[config.mk]
export PLATFORM = sky130hd
export DESIGN_NAME = spi_serial_port
export DESIGN_NICKNAME = d
export VERILOG_FILES = /design/src/spi_pkg.sv /design/src/spi_tick_if.sv /design/src/spi_glitch_filt.sv /design/src/spi_rate_div.sv /design/src/spi_serial_port.sv
export SDC_FILE = /design/constraint.sdc
export NUM_CORES = 1
export LEC_CHECK = 0
export BUFFER_PORTS_ARGS = -buffer_cell sky130_fd_sc_hd__buf_4
export CAP_MARGIN = 15
export CORE_AREA = 2 2 111 156
export DETAILED_ROUTE_END_ITERATION = 12
export DIE_AREA = 0 0 113 158
export REMOVE_ABC_BUFFERS = 1
export SLEW_MARGIN = 0
export SYNTH_ARGS = -nofsm -noshare
export SYNTH_HDL_FRONTEND = slang
export SYNTH_SLANG_ARGS = --single-unit
[constraint.sdc]
create_clock -name clk_sys -period 3.7 [get_ports clk_sys]
set_input_delay 1.11 -clock clk_sys [delete_from_list [all_inputs] [get_ports clk_sys]]
set_output_delay 1.11 -clock clk_sys [all_outputs]
set_load 0.01 [all_outputs]
[src/spi_pkg.sv]
`default_nettype none
package spi_pkg;
   // Register map, byte addresses on the register bus
   localparam logic [7:0] ADDR_DATA = 8'h00;
   localparam logic [7:0] ADDR_DIV = 8'h04;
   localparam logic [7:0] ADDR_MODE = 8'h08;
   localparam logic [7:0] ADDR_MISC = 8'h0c;
   localparam logic [7:0] ADDR_STS = 8'h10;
   localparam logic [7:0] ADDR_ICLR = 8'h14;
   localparam logic [7:0] ADDR_IEN = 8'h18;
   // serial_mode_control fields
   localparam int MODE_PHA = 0;
   localparam int MODE_POL = 1;
   localparam int MODE_CLK_SEL = 2;
   localparam int MODE_RX_EN = 3;
   localparam int MODE_STRT = 4;
   localparam int MODE_FILT = 5;
   localparam int MODE_IE = 6;
   localparam int MODE_RUN = 7;
   // serial_rate_frame_divider fields
   localparam int DIV_RATE_LSB = 0;
   localparam int DIV_FRAME_LSB = 3;
   localparam int DIV_FLAG = 7;
   // Interrupt status bits
   localparam int STS_DONE = 0;
   localparam int STS_ABORT = 1;
   // Values after reset
   localparam logic [7:0] RST_MODE = 8'h00;
   localparam logic [7:0] RST_DIV = 8'h00;
   localparam logic [7:0] RST_DATA = 8'h00;
   localparam logic [7:0] RST_MISC = 8'h00;
   localparam logic [1:0] RST_IEN = 2'h0;
   // Core cycle clock is clk_sys divided by this count
   localparam logic [3:0] CORE_DIV = 4'hd;
   localparam logic [1:0] RESP_OKAY = 2'h0;
   localparam logic [1:0] RESP_SLVERR = 2'h2;
   typedef enum logic [1:0] {
      ST_IDLE = 2'b00,
      ST_WAIT = 2'b01,
      ST_SHIFT = 2'b10
   } spi_state_e;
endpackage
`default_nettype wire

[src/spi_tick_if.sv]
`timescale 1ns/10ps
`default_nettype none
interface spi_tick_if;
   logic run;
   logic [2:0] rate;
   logic core_tick;
   logic lead;
   logic trail;
   modport gen (input run, input rate, output core_tick, output lead, output trail);
   modport eng (output run, output rate, input core_tick, input lead, input trail);
endinterface
`default_nettype wire

[src/spi_glitch_filt.sv]
`timescale 1ns/10ps
`default_nettype none
module spi_glitch_filt #(
   parameter int W = 1
) (
   input wire logic clk_sys,
   input wire logic rst_b,
   input wire logic en,
   input wire logic tick,
   input wire logic [W-1:0] din,
   output logic [W-1:0] dout
);
   if (W < 1) begin : g_chk
      $error("spi_glitch_filt: W must be at least 1");
   end
   typedef struct packed {
      logic [W-1:0] smp;
      logic [W-1:0] flt;
   } spi_filt_s;
   spi_filt_s q, d;
   always_comb begin
      d = q;
      if (tick) begin
         d.smp = din;
         // Output follows only a level seen on two core ticks running
         for (int i = 0; i < W; i++) begin
            if (din[i] == q.smp[i]) begin
               d.flt[i] = din[i];
            end
         end
      end
   end
   always_ff @(posedge clk_sys) begin
      if (!rst_b) begin
         q <= '0;
      end else begin
         q <= d;
      end
   end
   assign dout = en ? q.flt : din;
   filt_stable_a: assert property (@(posedge clk_sys) disable iff (!rst_b)
      en && $past(en) && q.flt != $past(q.flt) |-> $past(q.smp) == q.flt) else $error("filter passed a glitch");
endmodule
`default_nettype wire

[src/spi_rate_div.sv]
`timescale 1ns/10ps
`default_nettype none
module spi_rate_div
   import spi_pkg::*;
#(
   parameter int CNT_W = 12
) (
   input wire logic clk_sys,
   input wire logic rst_b,
   spi_tick_if.gen tk
);
   if ((32'(CORE_DIV) << 8) > (2 ** CNT_W)) begin : g_chk
      $error("spi_rate_div: CNT_W too small");
   end
   typedef struct packed {
      logic [3:0] pre;
      logic [CNT_W-1:0] cnt;
   } spi_div_s;
   spi_div_s q, d;
   logic [CNT_W-1:0] period;
   logic [CNT_W-1:0] half;
   logic [3:0] shift;
   always_comb begin
      // Codes 0..6 give powers of two, code 7 gives 256
      shift = (tk.rate == 3'h7) ? 4'h8 : {1'h0, tk.rate};
      period = CNT_W'(CORE_DIV) << shift;
      half = period >> 1;
      d = q;
      d.pre = (q.pre == CORE_DIV - 4'h1) ? 4'h0 : q.pre + 4'h1;
      if (!tk.run || q.cnt == period - CNT_W'(1)) begin
         d.cnt = '0;
      end else begin
         d.cnt = q.cnt + CNT_W'(1);
      end
   end
   always_ff @(posedge clk_sys) begin
      if (!rst_b) begin
         q <= '0;
      end else begin
         q <= d;
      end
   end
   assign tk.core_tick = (q.pre == CORE_DIV - 4'h1);
   assign tk.lead = tk.run && (q.cnt == half - CNT_W'(1));
   assign tk.trail = tk.run && (q.cnt == period - CNT_W'(1));
   lead_spacing_a: assert property (@(posedge clk_sys) disable iff (!rst_b)
      tk.lead && tk.run |-> !tk.trail && q.cnt < period) else $error("lead and trail overlap");
endmodule
`default_nettype wire

[src/spi_serial_port.sv]
`timescale 1ns/10ps
`default_nettype none
// Notes on behaviour
// Phase clear: frame MSB appears on serial output as soon as shift register loads.
// Phase set: frame MSB appears on serial output only at the first leading edge.
// Base clock select picks divided core clock (master) or external clock pin (slave).
// Selector low means clock pin input; high means driven clock shaped by polarity/phase.
// Receive enable clear shifts in zero; set shifts in the serial input level.
// Start mode clear starts on activity flag; set also waits for serial input high.
// Once a gated transfer started, it completes even if serial input drops.
// Filter enable suppresses data and clock input pulses shorter than one to two core cycles.
// Polarity picks capture and change edges, and the idle level of the clock.
// Divider register writes ignored while activity flag set; all bits reset to zero.
// Shift data writes ignored while activity flag set; reads always allowed.
// Transfer end sets divider bit 7 flag, interrupting if enabled; software clears it.
// Frame length field bits 6..3 gives 1 to 15 bits; zero reserved, eight normal.
// Rate field divides core clock by 1,2,4,8,16,32,64 or 256.
// Shift register sends and receives most significant bit first.
// Misc bit 0 set routes serial output to shared pin, clear leaves general purpose.
// Transfer end clears activity flag; software clearing it aborts; both may interrupt.
// Software must not combine gated start with receive enable; mode resets to zero.
// Slave mode shifts on external clock edges; master supplies exactly frame length pulses.
module spi_serial_port
   import spi_pkg::*;
(
   input wire logic clk_sys,
   input wire logic rst_b,
   input wire logic [7:0] s_axi_awaddr,
   input wire logic s_axi_awvalid,
   output logic s_axi_awready,
   input wire logic [31:0] s_axi_wdata,
   input wire logic [3:0] s_axi_wstrb,
   input wire logic s_axi_wvalid,
   output logic s_axi_wready,
   output logic [1:0] s_axi_bresp,
   output logic s_axi_bvalid,
   input wire logic s_axi_bready,
   input wire logic [7:0] s_axi_araddr,
   input wire logic s_axi_arvalid,
   output logic s_axi_arready,
   output logic [31:0] s_axi_rdata,
   output logic [1:0] s_axi_rresp,
   output logic s_axi_rvalid,
   input wire logic s_axi_rready,
   output logic irq,
   input wire logic sck_in,
   output logic sck_out,
   output logic sck_oe,
   input wire logic sin,
   input wire logic port_dout,
   input wire logic port_oe,
   output logic shared_pin_out,
   output logic shared_pin_oe
);
   typedef struct packed {
      spi_state_e state;
      logic [7:0] mode;
      logic [7:0] div;
      logic [7:0] sr;
      logic [7:0] misc;
      logic [1:0] sts;
      logic [1:0] ien;
      logic [3:0] bit_cnt;
      logic smp;
      logic out_q;
      logic lead_done;
      logic sck_q;
      logic sck_prev;
      logic sck_m;
      logic sck_s;
      logic sin_m;
      logic sin_s;
      logic aw_got;
      logic w_got;
      logic [7:0] aw_addr;
      logic [7:0] w_data;
      logic w_be;
      logic bvalid;
      logic [1:0] bresp;
      logic rvalid;
      logic [7:0] rdata;
      logic [1:0] rresp;
   } spi_core_s;
   spi_core_s q, d;
   logic master;
   logic pol;
   logic pha;
   logic sin_f;
   logic sck_f;
   logic in_bit;
   logic lead_ev;
   logic trail_ev;
   logic go;
   logic wr_fire;
   logic wr_ok;
   logic end_ev;
   logic abort_ev;
   logic sout_int;
   logic [3:0] frame_len;
   logic [3:0] last_bit;
   logic [7:0] rd_val;
   logic rd_ok;
   spi_tick_if tk ();
   spi_rate_div #(
      .CNT_W(12)
   ) u_div (
      .clk_sys(clk_sys),
      .rst_b(rst_b),
      .tk(tk)
   );
   spi_glitch_filt #(
      .W(1)
   ) u_filt_sin (
      .clk_sys(clk_sys),
      .rst_b(rst_b),
      .en(q.mode[MODE_FILT]),
      .tick(tk.core_tick),
      .din(q.sin_s),
      .dout(sin_f)
   );
   spi_glitch_filt #(
      .W(1)
   ) u_filt_sck (
      .clk_sys(clk_sys),
      .rst_b(rst_b),
      .en(q.mode[MODE_FILT]),
      .tick(tk.core_tick),
      .din(q.sck_s),
      .dout(sck_f)
   );
   assign master = q.mode[MODE_CLK_SEL];
   assign pol = q.mode[MODE_POL];
   assign pha = q.mode[MODE_PHA];
   assign tk.run = (q.state == ST_SHIFT) && master;
   assign tk.rate = q.div[DIV_RATE_LSB +: 3];
   assign frame_len = q.div[DIV_FRAME_LSB +: 4];
   // A reserved zero length behaves as a single bit
   assign last_bit = (frame_len == 4'h0) ? 4'h0 : frame_len - 4'h1;
   assign in_bit = q.mode[MODE_RX_EN] ? sin_f : 1'h0;
   assign go = q.mode[MODE_RUN] && (!q.mode[MODE_STRT] || sin_f);
   assign wr_fire = q.aw_got && q.w_got && !q.bvalid;
   assign sout_int = pha ? q.out_q : q.sr[7];
   always_comb begin
      // Master edges come from the divider, slave edges from the clock pin
      if (master) begin
         lead_ev = tk.lead;
         trail_ev = tk.trail;
      end else begin
         lead_ev = (sck_f ^ pol) && !(q.sck_prev ^ pol);
         trail_ev = !(sck_f ^ pol) && (q.sck_prev ^ pol);
      end
   end
   always_comb begin
      wr_ok = 1'h1;
      case (q.aw_addr)
         ADDR_DATA, ADDR_DIV, ADDR_MODE, ADDR_MISC: wr_ok = 1'h1;
         ADDR_STS, ADDR_ICLR, ADDR_IEN: wr_ok = 1'h1;
         default: wr_ok = 1'h0;
      endcase
   end
   always_comb begin
      rd_ok = 1'h1;
      case (s_axi_araddr)
         ADDR_DATA: rd_val = q.sr;
         ADDR_DIV: rd_val = q.div;
         ADDR_MODE: rd_val = q.mode;
         ADDR_MISC: rd_val = q.misc;
         ADDR_STS: rd_val = {6'h00, q.sts};
         ADDR_ICLR: rd_val = 8'h00;
         ADDR_IEN: rd_val = {6'h00, q.ien};
         default: begin
            rd_val = 8'h00;
            rd_ok = 1'h0;
         end
      endcase
   end
   always_comb begin
      d = q;
      end_ev = 1'h0;
      d.sck_m = sck_in;
      d.sck_s = q.sck_m;
      d.sin_m = sin;
      d.sin_s = q.sin_m;
      d.sck_prev = sck_f;
      if (s_axi_awvalid && s_axi_awready) begin
         d.aw_got = 1'h1;
         d.aw_addr = s_axi_awaddr;
      end
      if (s_axi_wvalid && s_axi_wready) begin
         d.w_got = 1'h1;
         d.w_data = s_axi_wdata[7:0];
         d.w_be = s_axi_wstrb[0];
      end
      if (q.bvalid && s_axi_bready) begin
         d.bvalid = 1'h0;
      end
      if (wr_fire) begin
         d.aw_got = 1'h0;
         d.w_got = 1'h0;
         d.bvalid = 1'h1;
         d.bresp = wr_ok ? RESP_OKAY : RESP_SLVERR;
      end
      if (q.rvalid && s_axi_rready) begin
         d.rvalid = 1'h0;
      end
      if (s_axi_arvalid && !q.rvalid) begin
         d.rvalid = 1'h1;
         d.rdata = rd_val;
         d.rresp = rd_ok ? RESP_OKAY : RESP_SLVERR;
      end
      if (wr_fire && q.w_be) begin
         case (q.aw_addr)
            ADDR_DATA: begin
               if (!q.mode[MODE_RUN]) begin
                  d.sr = q.w_data;
               end
            end
            ADDR_DIV: begin
               if (!q.mode[MODE_RUN]) begin
                  d.div[6:0] = q.w_data[6:0];
                  if (!q.w_data[DIV_FLAG]) begin
                     d.div[DIV_FLAG] = 1'h0;
                  end
               end
            end
            ADDR_MODE: d.mode = q.w_data;
            ADDR_MISC: d.misc = q.w_data;
            ADDR_ICLR: d.sts = q.sts & ~q.w_data[1:0];
            ADDR_IEN: d.ien = q.w_data[1:0];
            default: ;
         endcase
      end
      abort_ev = (q.state != ST_IDLE) && !d.mode[MODE_RUN];
      if (abort_ev) begin
         d.state = ST_IDLE;
         d.sck_q = 1'h0;
         d.div[DIV_FLAG] = 1'h1;
         d.sts[STS_ABORT] = 1'h1;
      end else begin
         case (q.state)
            ST_IDLE, ST_WAIT: begin
               if (go) begin
                  d.state = ST_SHIFT;
                  d.bit_cnt = 4'h0;
                  d.lead_done = 1'h0;
                  d.out_q = 1'h0;
                  d.smp = 1'h0;
                  d.sck_q = 1'h0;
               end else if (q.mode[MODE_RUN]) begin
                  d.state = ST_WAIT;
               end
            end
            ST_SHIFT: begin
               // Serial input level no longer gates the transfer once shifting
               if (lead_ev) begin
                  d.sck_q = 1'h1;
                  if (!pha) begin
                     d.smp = in_bit;
                  end else begin
                     d.out_q = q.sr[7];
                     d.lead_done = 1'h1;
                  end
               end
               if (trail_ev) begin
                  d.sck_q = 1'h0;
                  d.sr = {q.sr[6:0], pha ? in_bit : q.smp};
                  d.bit_cnt = q.bit_cnt + 4'h1;
                  if (q.bit_cnt == last_bit) begin
                     end_ev = 1'h1;
                     d.state = ST_IDLE;
                     d.mode[MODE_RUN] = 1'h0;
                     d.div[DIV_FLAG] = 1'h1;
                     d.sts[STS_DONE] = 1'h1;
                  end
               end
            end
            default: d.state = ST_IDLE;
         endcase
      end
   end
   always_ff @(posedge clk_sys) begin
      if (!rst_b) begin
         q <= '0;
         q.state <= ST_IDLE;
         q.mode <= RST_MODE;
         q.div <= RST_DIV;
         q.sr <= RST_DATA;
         q.misc <= RST_MISC;
         q.ien <= RST_IEN;
      end else begin
         q <= d;
      end
   end
   assign s_axi_awready = !q.aw_got && !q.bvalid;
   assign s_axi_wready = !q.w_got && !q.bvalid;
   assign s_axi_bvalid = q.bvalid;
   assign s_axi_bresp = q.bresp;
   assign s_axi_arready = !q.rvalid;
   assign s_axi_rvalid = q.rvalid;
   assign s_axi_rresp = q.rresp;
   assign s_axi_rdata = {24'h000000, q.rdata};
   assign irq = (|(q.sts & q.ien)) || (q.div[DIV_FLAG] && q.mode[MODE_IE]);
   assign sck_out = q.sck_q ^ pol;
   assign sck_oe = master;
   assign shared_pin_out = q.misc[0] ? sout_int : port_dout;
   assign shared_pin_oe = q.misc[0] ? 1'h1 : port_oe;

   load_msb_a: assert property (@(posedge clk_sys) disable iff (!rst_b)
      wr_fire && q.w_be && q.aw_addr == ADDR_DATA && !q.mode[MODE_RUN] && !pha
      |=> sout_int == $past(q.w_data[7])) else $error("msb not shown on load");
   shifted_msb_a: assert property (@(posedge clk_sys) disable iff (!rst_b)
      q.state == ST_SHIFT && pha && !q.lead_done |-> sout_int == 1'h0) else $error("msb shown early");
   idle_clock_a: assert property (@(posedge clk_sys) disable iff (!rst_b)
      q.state == ST_IDLE |-> sck_out == pol) else $error("clock not at idle level");
   rx_zero_a: assert property (@(posedge clk_sys) disable iff (!rst_b)
      q.state == ST_SHIFT && lead_ev && !pha && !q.mode[MODE_RX_EN] && !wr_fire
      |=> !q.smp) else $error("input not forced to zero");
   free_start_a: assert property (@(posedge clk_sys) disable iff (!rst_b)
      q.state != ST_SHIFT && q.mode[MODE_RUN] && !q.mode[MODE_STRT] && !wr_fire
      |=> q.state == ST_SHIFT) else $error("transfer did not start");
   gated_keep_a: assert property (@(posedge clk_sys) disable iff (!rst_b)
      q.state == ST_SHIFT && !sin_f && !wr_fire && !end_ev |=> q.state == ST_SHIFT)
      else $error("gated transfer dropped");
   div_locked_a: assert property (@(posedge clk_sys) disable iff (!rst_b)
      wr_fire && q.aw_addr == ADDR_DIV && q.mode[MODE_RUN] |=> $stable(q.div[6:0]))
      else $error("divider written while active");
   data_locked_a: assert property (@(posedge clk_sys) disable iff (!rst_b)
      wr_fire && q.aw_addr == ADDR_DATA && q.mode[MODE_RUN] && !trail_ev |=> $stable(q.sr))
      else $error("data written while active");
   end_flag_a: assert property (@(posedge clk_sys) disable iff (!rst_b)
      end_ev |=> q.div[DIV_FLAG] && q.sts[STS_DONE] && !q.mode[MODE_RUN])
      else $error("end of transfer not flagged");
   frame_count_a: assert property (@(posedge clk_sys) disable iff (!rst_b)
      end_ev |-> q.bit_cnt == last_bit) else $error("wrong frame length");
   abort_stop_a: assert property (@(posedge clk_sys) disable iff (!rst_b)
      abort_ev |=> q.state == ST_IDLE && q.sts[STS_ABORT] && q.div[DIV_FLAG])
      else $error("abort not handled");
   pin_route_a: assert property (@(posedge clk_sys) disable iff (!rst_b)
      q.misc[0] && q.state == ST_SHIFT |-> shared_pin_oe && shared_pin_out == sout_int)
      else $error("serial output not on pin");
endmodule
`default_nettype wire

==> metrics.md <==
| Metric | Value |
|---|---|
| Post-Synth XOR/XNOR Area | ~4.2% |
| Gpl congestion | 0.866 |
| Worst hold margin | about 450 ps |
| Post-synthesis compound-gate area fraction | approximately 18% |
| Critical path required time | 3940 ps |
| Failing checks | DRC |
| Post-synthesis adder-cell area fraction | under 10% |
| Clock group share of total power | approximately 43% |
| FF+latch count, synth | between 100 and 150 |
| Asr flop ratio synth | 0% |
| Worst Path Max Fanout | 4 |
| Starting Density | about a third |
| Vias in the first global route | 4201 |
| Slew Limit Fails | 0 |
| Antenna violations before repair | 0 |
| Clock Tree Root | clkbuf_16 |
| Synthesized area | roughly 5700 um^2 |
| Cell variety after synth | around 70 |
| Final Instance Area | about 6400 um^2 |
| Critical path capture point type | register |
| Vias | ~4600 |
| Number of synthesized flops with an enable pin | 0 |
| VDD IR max | approximately 0.2 mV |
| Post-synthesis mux area share | ~8.2% |
| IO Port Bufs | 55 |
| Reg power frac | 49.8% |
| Clk sinks | 101 |
| Final period util | 84.0% |
| CTS tree | done |
| Final hold viol count | 0 |
| Fin nets | between 700 and 800 |
| Placed Area | 6050 um^2 |
| Clock skew | about 10 ps |
| Area of the multi-input gates | around 3200 um^2 |
| Wire per inst | roughly 15 um |
| Internal power component | between 1.5 and 2 mW |
| Slew @ Worst Pin | ~910 ps |
| Synthesis-to-layout area growth | 12.3% |
| TritonCTS Buffers | 9 |
| Ant diodes | 0 |
| Post-CTS Setup Bufs | 0 |
| Number of cell rows | 56 |
| Yosys warnings | 0 |
| Post-CTS Hold Buffers | 0 |
| Crit path max-delay cell type | or4_4 |
| Fillcell total | about 1700 |
| H-tree depth | 3 |
| Clk pin slew, worst setup/hold paths | about 70 ps |
| # Max-Cap Violations | 0 |
| Placeable Area | 16500 um^2 |
| Syn_area_per_cell | 8.40 um^2 |
| Die ar. | between 15000 and 20000 um^2 |
| DR vias/cell | between 5 and 6 |
| Crit path cell chain | nand2_1 > nand2_1 > inv_1 > ha_1 > nor2b_1 > inv_1 > ha_1 > xor2_1 > o21ai_0 > or4_4 > a2111oi_4 > a31o_4 > a31oi_1 > a21o_1 |
| Outcome | complete, but fails checks |
| Layout cells sized above 1 | a little over an eighth |
| Chip width | 113 um |
| Sw Ratio | a little under a quarter |
| # setup viols final | 0 |
| Synth Flop Type | dfxtp_1 |
| WP buf/inv | 2 |
| Post-synthesis simple-gate area fraction | between 20% and 30% |
| GRT overflow | 0 |
| Die Height | between 150 and 200 um |
| Place WS | roughly 600 ps |
| HPWL after DPL | roughly 9900 um |
| Routed WL | about 13000 um |
| Comb pwr share | under 10% |
| Hold/Removal Path Class | reg2reg |
| Post-route ant nets | 0 |
| Pleak | between 2 and 2.5 nW |
| Worst-Skew Late Latency | 350 ps |
| First-pass GRT wire length | 21900 um |
| Largest family of logic cells by synthesized area | simple AND/OR/NAND/NOR gates |
| 1st-iter DRT viols | roughly 200 |
| Clk buf depth | 2 |
| Drt first pass iters | 8 |
| P_sw | 0.548 mW |
| Max Freq | 322 MHz |
| GRT Util Overall | 15.3% |
| Critical path launch point type | register |
| Post-CTS sizing | 0 |
| Pin count of the biggest net entering global routing | 50 |
| Sequential fraction of the synthesis area | between 30% and 40% |
| Critical Path AT | roughly 3400 ps |
| # IOs | between 100 and 150 |
| DRC viols | 4 |
| Total area of sequential cells | between 2000 and 2500 um^2 |
| Total power | about 2.3 mW |
| Crit path time final | 3110 ps |
| Synth Instances | roughly 680 |
| Critical path's top delay family | simple AND/OR/NAND/NOR gates |
| Post-route setup slack | 591 ps |
| Slew HR | approximately 39% |
| Crit Path Class | reg2reg |
| TNS Setup | 0 ps |
| RSZ-0062 raised after global routing | false |
| Register-to-register setup slack | between 500 and 600 ps |
| PD cells | between 300 and 400 nW/um^2 |
| Largest stage delay, worst path | 500 ps |
-- worst register-to-register path: stages, from the launching register on --
cell	delay (ps)
dfxtp_1	330
nand2_1	150
nand2_1	100
inv_1	90
ha_1	160
nor2b_1	230
inv_1	70
ha_1	290
xor2_1	130
o21ai_0	100
or4_4	500
a2111oi_4	350
a31o_4	220
a31oi_1	80
a21o_1	200
-- cell usage in the layout, fill, tap and decap left out, types with 13 or more instances in the layout --
| cell type | synthesis | routed |
|---|---|---|
| xnor2_1 | 13 | 13 |
| nand3_1 | 17 | 17 |
| o21ai_0 | 33 | 33 |
| conb_1 | 1 | 26 |
| a21boi_0 | 28 | 28 |
| dfxtp_1 | 101 | 101 |
| buf_4 | 41 | 66 |
| inv_1 | 21 | 21 |
| nor2_1 | 43 | 43 |
| and2_1 | 15 | 15 |
| nand2_1 | 79 | 79 |
| nor2b_1 | 31 | 31 |
| xor2_1 | 14 | 14 |
| mux2i_1 | 43 | 43 |
| a21oi_1 | 26 | 26 |
-- Yosys cell counts (4+ instances only) --
cell type	count	share of area (%)
dfxtp_1	101	36
nand2_1	79	5.2
mux2i_1	43	7.6
nor2_1	43	2.8
buf_4	41	5.4
o21ai_0	33	2.9
nor2b_1	31	3.4
a21boi_0	28	3.7
a21oi_1	26	2.3
clkbuf_1	23	1.5
inv_1	21	1.4
nand3_1	17	1.5
and2_1	15	1.7
xor2_1	14	2.2
xnor2_1	13	2.0
buf_2	12	1.1
and3_1	9	0.99
a221oi_1	8	1.2
ha_1	8	1.8
nand4_1	8	0.88
nand4b_1	6	0.93
o31ai_1	6	0.79
or3_1	6	0.66
nand2b_1	5	0.55
nand3b_1	4	0.53
nor3_1	4	0.35
o21a_1	4	0.53
o41ai_1	4	0.62
-- final timing paths --
path,startpoint,to,depth (start not counted)
worst max-delay path,q[68],q[40],14
worst min-delay path,d[35],q[35],1
worst max register to register,q[68],q[40],14
worst min register to register,d[35],q[35],1
-- state kept, by name, indices dropped and copies added (netlist names), 2 cells and up --
signal and flops:
q 60, u_filt_sck.q 2, u_filt_sin.q 2, u_div.q 16, d 2, s_axi_rdata 8
frame_len 4
-- cell type report --
| cell class | count | share of cell area [%] |
|---|---|---|
| Tap cell | 203 | 3.99 |
| Timing Repair Buffer | 66 | 7.79 |
| Clock buffer | 11 | 3.81 |
| Inverter | 21 | 1.24 |
| Clock inverter | 5 | 1.04 |
| Sequential cell | 101 | 31.8 |
| Multi-Input combinational cell | 500 | 50.4 |
-- logic make-up after synthesis --
family	Yosys count
buffers and inverters	99
multiplexers	46
adder cells (fa/ha/maj)	8
AND/OR/NAND/NOR	249
other	1
flip-flops	101
XOR/XNOR	27
AO/OA/AOI/OAI	144
-- power by group through the flow --
stage / Sequential [mW] / Clock [mW] / Combinational, mW
final: 1.14 / 0.987 / 0.159
after global routing: 1.14 / 1.05 / 0.180
after CTS: 1.14 / 1.01 / 0.161
after detailed placement: 1.16 / 0 / 0.161
after global placement: 1.16 / 0 / 0.159
after floorplan: 1.16 / 0 / 0.0832
-- through the flow --
| step | cells | utilization [%] |
|---|---|---|
| final | 907 | 38.5 |
| after global routing | 907 | 38.5 |
| after CTS | 907 | 38.5 |
| after detailed placement | 891 | 36.6 |
| after global placement | 891 | 36.6 |
| after floorplan | 622 | - |
-- routing by layer --
layer  track usage (%)  share of wire (%)
met4              5.05                1.8
met3              2.30                2.7
met5                 0                  0
met1              19.1                 45
met2              26.7                 50
Note: power is estimated with default switching activity, not from simulation.
